<file path="config.mk">
export PLATFORM = sky130hd
export DESIGN_NAME = art_timer
export DESIGN_NICKNAME = d
export VERILOG_FILES = /design/src/verilog/art_pkg.sv /design/src/verilog/art_timer.sv
export VERILOG_INCLUDE_DIRS = /design/src /design/src/verilog
export SDC_FILE = /design/constraint.sdc
export NUM_CORES = 1
export LEC_CHECK = 0
export ABC_AREA = 1
export BUFFER_PORTS_ARGS = -buffer_cell sky130_fd_sc_hd__buf_2
export CAP_MARGIN = 20
export CELL_PAD_IN_SITES_DETAIL_PLACEMENT = 1
export CELL_PAD_IN_SITES_GLOBAL_PLACEMENT = 1
export CORE_MARGIN = 3
export CORE_UTILIZATION = 37
export DETAILED_ROUTE_END_ITERATION = 10
export GPL_ROUTABILITY_DRIVEN = 0
export PLACE_DENSITY_LB_ADDON = 0.08
export SLEW_MARGIN = 20
export SYNTH_ARGS = -nofsm -noshare
export SYNTH_HDL_FRONTEND = slang
export SYNTH_SLANG_ARGS = --single-unit
export TNS_END_PERCENT = 20
</file>
<file path="constraint.sdc">
create_clock -name ref_clk -period 5.97 [get_ports ref_clk]
set_input_delay 0.597 -clock ref_clk [delete_from_list [all_inputs] [get_ports ref_clk]]
set_output_delay 0.597 -clock ref_clk [all_outputs]
set_load 0.01 [all_outputs]
</file>
<file path="src/verilog/art_params.svh">
/*
  Register offsets, field positions, reset values and counts for the auto-reload PWM timer.
  Assumes inclusion by bare name from the design file, the checker and the bench.
*/
`ifndef ART_PARAMS_SVH
`define ART_PARAMS_SVH
`define ART_OFF_CSR      8'h00
`define ART_OFF_CAR      8'h04
`define ART_OFF_ARR      8'h08
`define ART_OFF_PWM_CONTROL_REG    8'h0C
`define ART_OFF_DCR0     8'h10
`define ART_OFF_DCR1     8'h14
`define ART_OFF_DCR2     8'h18
`define ART_OFF_DCR3     8'h1C
`define ART_BIT_EXT_CLOCK_SELECT     7
`define ART_BIT_TCE      3
`define ART_BIT_FORCE_RELOAD     2
`define ART_BIT_OIE      1
`define ART_BIT_OVF      0
`define ART_CC_HI        6
`define ART_CC_LO        4
`define ART_RST_BYTE     8'h00
`define ART_PRE_ZERO     7'h00
`define ART_PRE_ONE      7'h01
`define ART_CNT_ONE      8'h01
`define ART_CNT_MAX      8'hFF
`define ART_NCH          4
`define ART_UNMAPPED     32'h0000_0000
`endif

</file>
<file path="src/verilog/art_pkg.sv">
/*
  Types shared by the auto-reload PWM timer.
  Assumes art_params.svh is on the include path.
*/
package art_pkg;
  typedef struct packed {
    logic       extClockSelect;
    logic [2:0] counterClockDivider;
    logic       countEnableBit;
    logic       overflowIrqEnable;
  } art_ctrl_t;

  typedef struct packed {
    logic [3:0] channelOutputEnable;
    logic [3:0] channelPolarity;
  } art_pwmctl_t;

  typedef struct packed {
    logic       cyc;
    logic       stb;
    logic       we;
    logic [3:0] sel;
    logic [7:0] adr;
    logic [31:0] dat;
  } art_wbreq_t;
endpackage

</file>
<file path="src/verilog/art_timer.sv">
/*
  Auto-reload PWM timer: 7-bit prescaler, 8-bit reload counter, four PWM channels,
  overflow flag and request, reached over a classic Wishbone slave.
  Assumes extEvent, haltMode and waitMode are synchronous to ref_clk.
*/
// Our own choices: the placing of the registers and register access over Wishbone.
// Operation
// - Eight-bit counter steps up on each prescaler output tick.
// - Software reads or writes the live counter while it runs.
// - Overflow reloads counter from reload value; prescaler left alone.
// - Seven-bit prescaler, eight taps, divide by two to the divider field.
// - Prescaler input is CPU clock or external input by select bit.
// - Count enable clear freezes prescaler and counter; set runs them.
// - Reset clears counter and prescaler and selects CPU clock.
// - Force reload or counter write loads counter and clears prescaler.
// - Prescaler has no software read or write path.
// - Four hidden compare registers load from duty registers at overflow.
// - Channel enable drives its pin push-pull with the PWM wave.
// - All channels share period of counter clock over 256 minus reload.
// - At overflow each enabled pin takes the inverse of its polarity bit.
// - Counter reaching compare value returns pin to opposite level.
// - Reload zero gives 1/256 resolution; polarity gives 0 or 100 percent.
// - PWM generation stops in HALT mode.
// - Overflow sets flag and raises request when enabled.
// - External input turns timer into an event counter.
// - Timer can request wake-up from WAIT and HALT.
// - Reading the control/status register clears the overflow flag.
// - Polarity 0 drives 1 while counter at or below compare, else 0.
// - Polarity change inverts output at once.
// - Force reload is write-only and reads as zero.
`timescale 1ns/1ps
`include "art_params.svh"
module art_timer (
  // Clock and reset
  input  wire logic              ref_clk,
  input  wire logic              rst,
  // Wishbone slave
  input  wire art_pkg::art_wbreq_t wbReq,
  output logic [31:0]            wbDatO,
  output logic                   wbAck,
  // Pins and power modes
  input  wire logic              extEvent,
  input  wire logic              haltMode,
  input  wire logic              waitMode,
  output logic [3:0]             pwmOutPin,
  output logic [3:0]             pwmOutPinOe,
  output logic                   irqReq,
  output logic                   wakeReq
);
  import art_pkg::*;

  art_ctrl_t   ctrl_r;
  art_pwmctl_t pwmCtl_r;
  logic        overflowFlag_r;
  logic [7:0]  counter_r;
  logic [7:0]  reload_r;
  logic [6:0]  prescaler_r;
  logic [6:0]  prescalerNxt;
  logic        extPrev_r;
  logic        inputTick;
  logic        counterTick;
  logic        overflow;
  logic [7:0]  dutyReg_r    [`ART_NCH];
  logic [7:0]  hiddenCmp_r  [`ART_NCH];
  logic [3:0]  waveRaw_r;
  logic        access;
  logic        wrStb;
  logic        rdStb;
  logic        forceReload;
  logic        carWrite;
  logic [31:0] rdData;

  // One access per request; ack drops the cycle after it was given
  assign access = wbReq.cyc && wbReq.stb && !wbAck;
  assign wrStb  = access && wbReq.we && wbReq.sel[0];
  assign rdStb  = access && !wbReq.we;

  assign forceReload = wrStb && (wbReq.adr == `ART_OFF_CSR) && wbReq.dat[`ART_BIT_FORCE_RELOAD];
  assign carWrite    = wrStb && (wbReq.adr == `ART_OFF_CAR);

  // External events counted on rising edge of the sampled input
  always_ff @(posedge ref_clk or posedge rst) begin
    if (rst) begin
      extPrev_r <= 1'b0;
    end else begin
      extPrev_r <= extEvent;
    end
  end

  // HALT stops both the CPU clock and external clock paths, and so PWM generation
  always_comb begin
    if (ctrl_r.extClockSelect) begin
      inputTick = extEvent && !extPrev_r && !haltMode;
    end else begin
      inputTick = !haltMode;
    end
  end

  assign prescalerNxt = prescaler_r + `ART_PRE_ONE;

  // Tap n ticks when the low n prescaler bits wrap to zero
  always_comb begin
    counterTick = 1'b0;
    if (ctrl_r.countEnableBit && inputTick) begin
      if (ctrl_r.counterClockDivider == 3'h0) begin
        counterTick = 1'b1;
      end else begin
        counterTick = (prescalerNxt & ((`ART_PRE_ONE << ctrl_r.counterClockDivider)
                       - `ART_PRE_ONE)) == `ART_PRE_ZERO;
      end
    end
  end

  assign overflow = counterTick && (counter_r == `ART_CNT_MAX) && !forceReload && !carWrite;

  // Prescaler: no software path except clearing on initialisation
  always_ff @(posedge ref_clk or posedge rst) begin
    if (rst) begin
      prescaler_r <= `ART_PRE_ZERO;
    end else if (forceReload || carWrite) begin
      prescaler_r <= `ART_PRE_ZERO;
    end else if (ctrl_r.countEnableBit && inputTick) begin
      prescaler_r <= prescalerNxt;
    end
  end

  // Counter
  always_ff @(posedge ref_clk or posedge rst) begin
    if (rst) begin
      counter_r <= `ART_RST_BYTE;
    end else if (carWrite) begin
      counter_r <= wbReq.dat[7:0];
    end else if (forceReload) begin
      counter_r <= reload_r;
    end else if (overflow) begin
      counter_r <= reload_r;
    end else if (counterTick) begin
      counter_r <= counter_r + `ART_CNT_ONE;
    end
  end

  // Control, reload and channel setup registers
  always_ff @(posedge ref_clk or posedge rst) begin
    if (rst) begin
      ctrl_r   <= '0;
      reload_r <= `ART_RST_BYTE;
      pwmCtl_r <= '0;
    end else if (wrStb) begin
      if (wbReq.adr == `ART_OFF_CSR) begin
        ctrl_r.extClockSelect      <= wbReq.dat[`ART_BIT_EXT_CLOCK_SELECT];
        ctrl_r.counterClockDivider <= wbReq.dat[`ART_CC_HI:`ART_CC_LO];
        ctrl_r.countEnableBit      <= wbReq.dat[`ART_BIT_TCE];
        ctrl_r.overflowIrqEnable   <= wbReq.dat[`ART_BIT_OIE];
      end
      if (wbReq.adr == `ART_OFF_ARR) begin
        reload_r <= wbReq.dat[7:0];
      end
      if (wbReq.adr == `ART_OFF_PWM_CONTROL_REG) begin
        pwmCtl_r <= wbReq.dat[7:0];
      end
    end
  end

  // Overflow flag: a new overflow wins over the clearing read
  always_ff @(posedge ref_clk or posedge rst) begin
    if (rst) begin
      overflowFlag_r <= 1'b0;
    end else if (overflow) begin
      overflowFlag_r <= 1'b1;
    end else if (rdStb && (wbReq.adr == `ART_OFF_CSR)) begin
      overflowFlag_r <= 1'b0;
    end
  end

  assign irqReq  = overflowFlag_r && ctrl_r.overflowIrqEnable;
  assign wakeReq = irqReq && (waitMode || haltMode);

  // Per-channel duty, hidden compare and raw wave
  genvar ch;
  generate
    for (ch = 0; ch < `ART_NCH; ch++) begin : gChan
      always_ff @(posedge ref_clk or posedge rst) begin
        if (rst) begin
          dutyReg_r[ch] <= `ART_RST_BYTE;
        end else if (wrStb && (wbReq.adr == (`ART_OFF_DCR0 + 8'(ch * 4)))) begin
          dutyReg_r[ch] <= wbReq.dat[7:0];
        end
      end
      // Loading only at overflow keeps a duty change from cutting a period short
      always_ff @(posedge ref_clk or posedge rst) begin
        if (rst) begin
          hiddenCmp_r[ch] <= `ART_RST_BYTE;
        end else if (overflow) begin
          hiddenCmp_r[ch] <= dutyReg_r[ch];
        end
      end
      // Raw wave is the polarity-0 form; it is held while HALT stops ticks
      always_ff @(posedge ref_clk or posedge rst) begin
        if (rst) begin
          waveRaw_r[ch] <= 1'b0;
        end else if (overflow || forceReload || carWrite) begin
          waveRaw_r[ch] <= 1'b1;
        end else if (counterTick && (counter_r == hiddenCmp_r[ch])) begin
          waveRaw_r[ch] <= 1'b0;
        end
      end
      // Polarity applied after the flop so a change shows at once
      assign pwmOutPin[ch]   = pwmCtl_r.channelOutputEnable[ch] &
                               (waveRaw_r[ch] ^ pwmCtl_r.channelPolarity[ch]);
      assign pwmOutPinOe[ch] = pwmCtl_r.channelOutputEnable[ch];
    end
  endgenerate

  // Read mux; prescaler is not mapped and force reload reads zero
  always_comb begin
    rdData = `ART_UNMAPPED;
    unique case (wbReq.adr)
      `ART_OFF_CSR:   rdData = {24'h000000, ctrl_r.extClockSelect,
                                ctrl_r.counterClockDivider, ctrl_r.countEnableBit,
                                1'b0, ctrl_r.overflowIrqEnable, overflowFlag_r};
      `ART_OFF_CAR:   rdData = {24'h000000, counter_r};
      `ART_OFF_ARR:   rdData = {24'h000000, reload_r};
      `ART_OFF_PWM_CONTROL_REG: rdData = {24'h000000, pwmCtl_r};
      `ART_OFF_DCR0:  rdData = {24'h000000, dutyReg_r[0]};
      `ART_OFF_DCR1:  rdData = {24'h000000, dutyReg_r[1]};
      `ART_OFF_DCR2:  rdData = {24'h000000, dutyReg_r[2]};
      `ART_OFF_DCR3:  rdData = {24'h000000, dutyReg_r[3]};
      default:        rdData = `ART_UNMAPPED;
    endcase
  end

  always_ff @(posedge ref_clk or posedge rst) begin
    if (rst) begin
      wbAck  <= 1'b0;
      wbDatO <= `ART_UNMAPPED;
    end else begin
      wbAck <= access;
      if (rdStb) begin
        wbDatO <= rdData;
      end
    end
  end
endmodule
</file>
## Word-level counts from Yosys, hierarchy flattened

Cells that the tools add are included.

| word-level totals | value |
|---|---|
| logic and storage cells | 118 |
| register bits after elaboration | 140 |
| input port bits | 52 |

| operators by class | value |
|---|---|
| shift-type cells | 1 |
| add/subtract/negate cells | 3 |
| multiplexer cells | 20 |
| bitwise operators | 9 |
| reduce and logical (&&, ||, !) cells | 48 |
| equal/unequal tests | 12 |

Operators by type and width:

| kind | number |
|---|---|
| 8-bit case mux with 8 select lines | 1 |
| 8-bit by 5-bit == test with 1-bit output, second input constant | 4 |
| 8-bit == test | 4 |
| 8-bit 2-to-1 mux | 4 |
| 1-bit logical AND | 25 |
| 8-bit by 4-bit == test with 1-bit output, second input constant | 2 |
| 7-bit 2-to-1 mux | 2 |
| 1-bit 2-to-1 mux | 13 |
| 2-bit nonzero test | 6 |
| 8-bit by 1-bit adder with 8-bit output, second input constant | 1 |
| 8-bit by 3-bit == test with 1-bit output, second input constant | 1 |
| 8-bit == test, second input constant | 1 |
| 8-bit zero test | 1 |
| 7-bit by 1-bit adder with 7-bit output, second input constant | 1 |
| 7-bit bitwise AND | 1 |
| 7-bit zero test | 1 |
| 1-bit by 3-bit << shifter with 7-bit output, first input constant | 1 |
| 7-bit by 1-bit subtractor with 7-bit output, second input constant | 1 |
| 1-bit zero test | 6 |
| 2-bit AND reduction | 3 |
| 1-bit bitwise AND | 4 |
| 1-bit logical OR | 4 |
| 4-bit nonzero test | 1 |
| 1-bit bitwise XOR | 4 |
| 3-bit zero test | 1 |

## Logic depth before layout (Yosys ltp)

| depth | value |
|---|---|
| depth in word-level cells | 12 |
| gate-level depth with buffers | 16 |
| gate-level depth less buffers | 16 |

## Least setup slack after synthesis

Ideal clock, no wire load.

| timing | value |
|---|---|
| path type | reg-to-reg |
| from | register ctrl_r[4] (netlist name) |
| to | register hiddenCmp_r[16] (netlist name) |
| setup time | 0.125 ns |
| arrival | 2.096 ns |
| clock period less this slack | 2.221 ns |
| slack | 3.749 ns |
| path buffers | 1 |
| stages on the path, launching flop included | 13 |
| path through | dfrtp_1 -> nor3_1 -> inv_1 -> ha_1 -> o21bai_1 -> nand3_1 -> nand2_1 -> nor2_1 -> nand2_1 -> nand2_1 -> nand4_4 -> buf_6 -> mux2_4 |

| on the way | value |
|---|---|
| word-level cells in the longest chain between the ends | 9 |
| elaborated cells on any way between the ends | 10 |
| classes of those cells | 1 x add/sub; 1 x shift; 2 x mux; 1 x bitwise; 5 x reduce/logical |

Ends and longest elaborated chain:

| element | RTL line | text |
|---|---|---|
| start, declared | art_timer.sv:52 | `art_ctrl_t ctrl_r;` |
| 1-bit by 3-bit << shifter with 7-bit output (no line) | -- |  |
| 7-bit by 1-bit subtractor with 7-bit output (no line) | -- |  |
| 7-bit bitwise AND | art_timer.sv:108 | `` counterTick = (prescalerNxt & ((`ART_PRE_ONE << ctrl_r.counterClockDivider) `` |
| 7-bit zero test (no line) | -- |  |
| 1-bit 2-to-1 mux * | art_timer.sv:105 | `if (ctrl_r.counterClockDivider == 3'h0) begin` |
| 1-bit 2-to-1 mux * | art_timer.sv:104 | `if (ctrl_r.countEnableBit && inputTick) begin` |
| 1-bit logical AND * (3 in a row) | art_timer.sv:114 | `` assign overflow = counterTick && (counter_r == `ART_CNT_MAX) && !forceReload && !carWrite; `` |
| end signal, assigned by index | art_timer.sv:192 | `` hiddenCmp_r[ch] <= `ART_RST_BYTE; `` |
| end signal, assigned by index | art_timer.sv:194 | `hiddenCmp_r[ch] <= dutyReg_r[ch];` |
| end, declared | art_timer.sv:64 | `` logic [7:0] hiddenCmp_r [`ART_NCH]; `` |

Mark *: on every way between the ends. The rest lies on a longest branch, timed or not.
A chain may end at the register's enable or synchronous reset.

## Worst setup path after layout

| timing | value |
|---|---|
| from | register ctrl_r[2] (netlist name) |
| to | register counter_r[2] |

| on the way | value |
|---|---|
| word-level cells in the longest chain between the ends | 12 |
| elaborated cells on any way between the ends | 14 |
| classes of those cells | 1 x add/sub; 1 x shift; 5 x mux; 1 x bitwise; 6 x reduce/logical |

Ends and longest elaborated chain:

| element | RTL line | text |
|---|---|---|
| 1-bit by 3-bit << shifter with 7-bit output (no line) | -- |  |
| 7-bit by 1-bit subtractor with 7-bit output (no line) | -- |  |
| 7-bit bitwise AND | art_timer.sv:108 |  |
| 7-bit zero test (no line) | -- |  |
| 1-bit 2-to-1 mux * | art_timer.sv:105 |  |
| 1-bit 2-to-1 mux * | art_timer.sv:104 |  |
| 1-bit logical AND (3 in a row) | art_timer.sv:114 |  |
| 8-bit 2-to-1 mux | art_timer.sv:135 | `end else if (overflow) begin` |
| 8-bit 2-to-1 mux | art_timer.sv:133 | `end else if (forceReload) begin` |
| 8-bit 2-to-1 mux | art_timer.sv:131 | `end else if (carWrite) begin` |
| end signal, assigned | art_timer.sv:132 | `counter_r <= wbReq.dat[7:0];` |
| end signal, assigned | art_timer.sv:134 | `counter_r <= reload_r;` |
| end signal, assigned | art_timer.sv:136 | `counter_r <= reload_r;` |
| end, declared | art_timer.sv:55 | `logic [7:0] counter_r;` |

Marks and branches as above.

==> results.sh <==
export IMPL_clockBufferDepth=2
export IMPL_design_area_sq_um=6995
export IMPL_drc=0
export IMPL_finalPower_mw=1.993
export IMPL_cts_max_level=4
export IMPL_avgRoutedWirePerCell_microns=19.38
export IMPL_antenna_left=0
export IMPL_grt_usage=0.2260
export IMPL_finalClockSkew_ns=0.005412
export IMPL_cts_resized=0
export IMPL_cts_tree="built"
export IMPL_peakVddDrop_mv=0.1944
export IMPL_cts_hold_buf=0
export IMPL_path_cells="nor3_1 > inv_1 > ha_1 > nand2_1 > o21ai_0 > nand3_1 > nand2_1 > nor2_1 > nand2_1 > nand2_1 > nand4_4 > nand2_1 > nand2_1 > nand3_1 > nand2_1 > nand2_1"
export IMPL_die_area_sq_um=18040
export IMPL_status="completed"
export IMPL_core_region_area_sq_um=16000
export IMPL_num_io_pins=95
export IMPL_grt_util_met1=0.3254
export IMPL_cpMaxStageDelayCell="nand4_4"
export IMPL_cts_made_buffers=17
export IMPL_ys_types=35
export IMPL_first_pass_iters=4
export IMPL_mostFrequentLayoutCells="nand2_1, dfrtp_1, o21ai_0, inv_1, buf_2"
export IMPL_setup_violations=0
export IMPL_vias_per_cell=5.106
export IMPL_async_flop_share=1.000
export IMPL_fp_dieW_microns=134.3
export IMPL_critPathTopFamily="simple AND/OR/NAND/NOR gates"
export IMPL_grt_use_met3=0.03788
export IMPL_area_growth_pct=14.85
export IMPL_start_kind="flip-flop"
export IMPL_grt_use_met2=0.3469
export IMPL_dp_hpwl_microns=13610
export IMPL_min_period_ns=3.278
export IMPL_slew_headroom=0.4073
export IMPL_rsz0062_at_grt="false"
export IMPL_avgSynthCellArea_sq_um=8.176
export IMPL_powerDensity_nw_per_um2=284.9
export IMPL_wl_microns=19570
export IMPL_grt_busiest_layer="met2"
export IMPL_arrival_ns=3.64
export IMPL_dieHeight_microns=134.3
export IMPL_tightest_slew_ns=0.8891
export IMPL_worstSetupPathType="flip-flop to flip-flop"
export IMPL_syn_cell_area_sq_um=6091
export IMPL_grt_pass1_vias=5243
export IMPL_end_kind="flip-flop"
export IMPL_vias=5157
export IMPL_hold_path_class="primary input to asynchronous set/reset pin"
export IMPL_leakage_nw=3.501
export IMPL_portBuffers=43
export IMPL_final_common_cell="nand2_1"
export IMPL_ys_ff_latch=116
export IMPL_clock_sinks=116
export IMPL_initial_core_util=0.3807
export IMPL_setup_tns_ns=0
export IMPL_rows=46
export IMPL_cp_common_cell="nand2_1"
export IMPL_maxSlewViolCount=0
export IMPL_fmax_ghz=0.3051
export IMPL_drt_iter0_drc=300
export IMPL_post_cts_buffers=0
export IMPL_synth_edf_count=0
export IMPL_yosysSeqAreaShare=0.4766
export IMPL_nNetsFinal=836
export IMPL_grt_pass1_wl_microns=30700
export IMPL_setup_ws_ns=2.692
export IMPL_placed_area_sq_um=6339
export IMPL_cts_root_buffer="clkbuf_16"
export IMPL_synthFlopType="dfrtp_1"
export IMPL_pre_cts_slack_ns=2.395
export IMPL_required_ns=6.33
export IMPL_period_share=0.5491
export IMPL_grt_overflow=0
export IMPL_synth_cells=745
export IMPL_cp_num_buf_inv=1
export IMPL_antenna_found_initial=0
export IMPL_antenna_cells=0
export IMPL_ys_warn_count=0
export IMPL_cpPeakStageDelay_ns=0.54
export IMPL_cap_viol_max_count=0
export IMPL_path_clk_slew_ns=0.06
export IMPL_hold_violations=0
export IMPL_clkLatencyLatePin_ns=0.42
export IMPL_grt_max_degree=70
export IMPL_crit_fanout=38
export IMPL_layout_drive_gt1_share=0.1297
## area by class of cell
class	count	area [sq um]
multi-input cells	524	2651
repair buffers	45	250.2
clock buffers	24	481.7
clock inverters	8	147.6
well taps	216	270.3
inverters	77	291.5
fillers	1964	9005
flip-flops and latches	116	2903
## worst register-to-register path, delay by kind of cell (launching register included)
kind                     cells  cell delay [ns]
adder cells (fa/ha/maj)      1             0.29
AO/OA/AOI/OAI                1             0.08
flip-flops                   1             0.48
AND/OR/NAND/NOR             13             2.24
buffers and inverters        1             0.14
## final timing paths
check | from | endpoint | slack, ns | cells after the start
max | ctrl_r[2]$_DFFE_PP0P_ | counter_r[2]$_DFFE_PP0P_ | 2.69 | 16
min | rst | dutyReg_r[7]$_DFFE_PP0P_ | 0.27 | 2
max reg2reg | ctrl_r[2]$_DFFE_PP0P_ | counter_r[2]$_DFFE_PP0P_ | 2.69 | 16
min reg2reg | wbDatO[7]$_DFFE_PP0P_ | wbDatO[7]$_DFFE_PP0P_ | 0.48 | 2
max in group asynchronous | rst | counter_r[5]$_DFFE_PP0P_ | 4.35 | 3
min in group ref_clk | extEvent | extPrev_r$_DFF_PP0_ | 0.29 | 1
## routing by layer
layer / wire length, microns / vias up
li1: - / 2448
met1: 9325 / 2572
met2: 9041 / 112
met3: 766 / 25
met4: 437 / 0
met5: 0 / -
## per-stage QoR
| stage | cells | hold slack (ns) | utilization |
|---|---|---|---|
| floorplan | 768 | 0.4530 | - |
| global placement | 977 | 0.4622 | 0.3962 |
| detailed placement | 977 | 0.4622 | 0.3962 |
| CTS | 1009 | 0.2838 | 0.4355 |
| global route | 1010 | 0.2879 | 0.4372 |
| finish | 1010 | 0.2735 | 0.4372 |
## power breakdown
group          total [mW]  switching (mW)  internal, mW
Combinational      0.0812          0.0618        0.0194
Sequential          0.804         0.00915         0.795
Clock                1.11           0.377         0.731
Total                1.99           0.448          1.54
## synthesized netlist by cell type (all sizes together), types with 7 or more instances
| cell type | n | area, sq um |
|---|---|---|
| xnor2 | 9 | 78.83 |
| nor4 | 7 | 43.79 |
| o22ai | 14 | 87.58 |
| inv | 72 | 270.3 |
| dfrtp | 116 | 2903 |
| buf | 41 | 296.5 |
| nor2 | 31 | 143.9 |
| clkbuf | 10 | 37.54 |
| o21ai | 86 | 430.4 |
| nand2 | 225 | 857.1 |
| nor3 | 7 | 57.55 |
| a221oi | 10 | 87.58 |
| nand3 | 42 | 210.2 |
| xor2 | 23 | 201.4 |
| a21oi | 19 | 98.85 |
| nand4 | 8 | 65.06 |
## kinds of logic (layout without fill, tap and decap cells)
logic type	Yosys count	after routing	synth area share
flops	116	116	0.4766
other cells	1	24	0.0006157
compound gates	134	134	0.1222
simple gates	325	325	0.2313
mux	6	6	0.01479
fa+ha+maj	3	3	0.006163
buf+inv	128	154	0.1023
xor+xnor	32	32	0.04601
## flip-flops by register name, indices dropped and copies added (netlist names), 6 cells and up
register and cells:
ctrl_r 6, hiddenCmp_r 32, dutyReg_r 32, wbDatO 8, prescaler_r 7, counter_r 8, reload_r 8
Power figures use the tool's default switching activity.
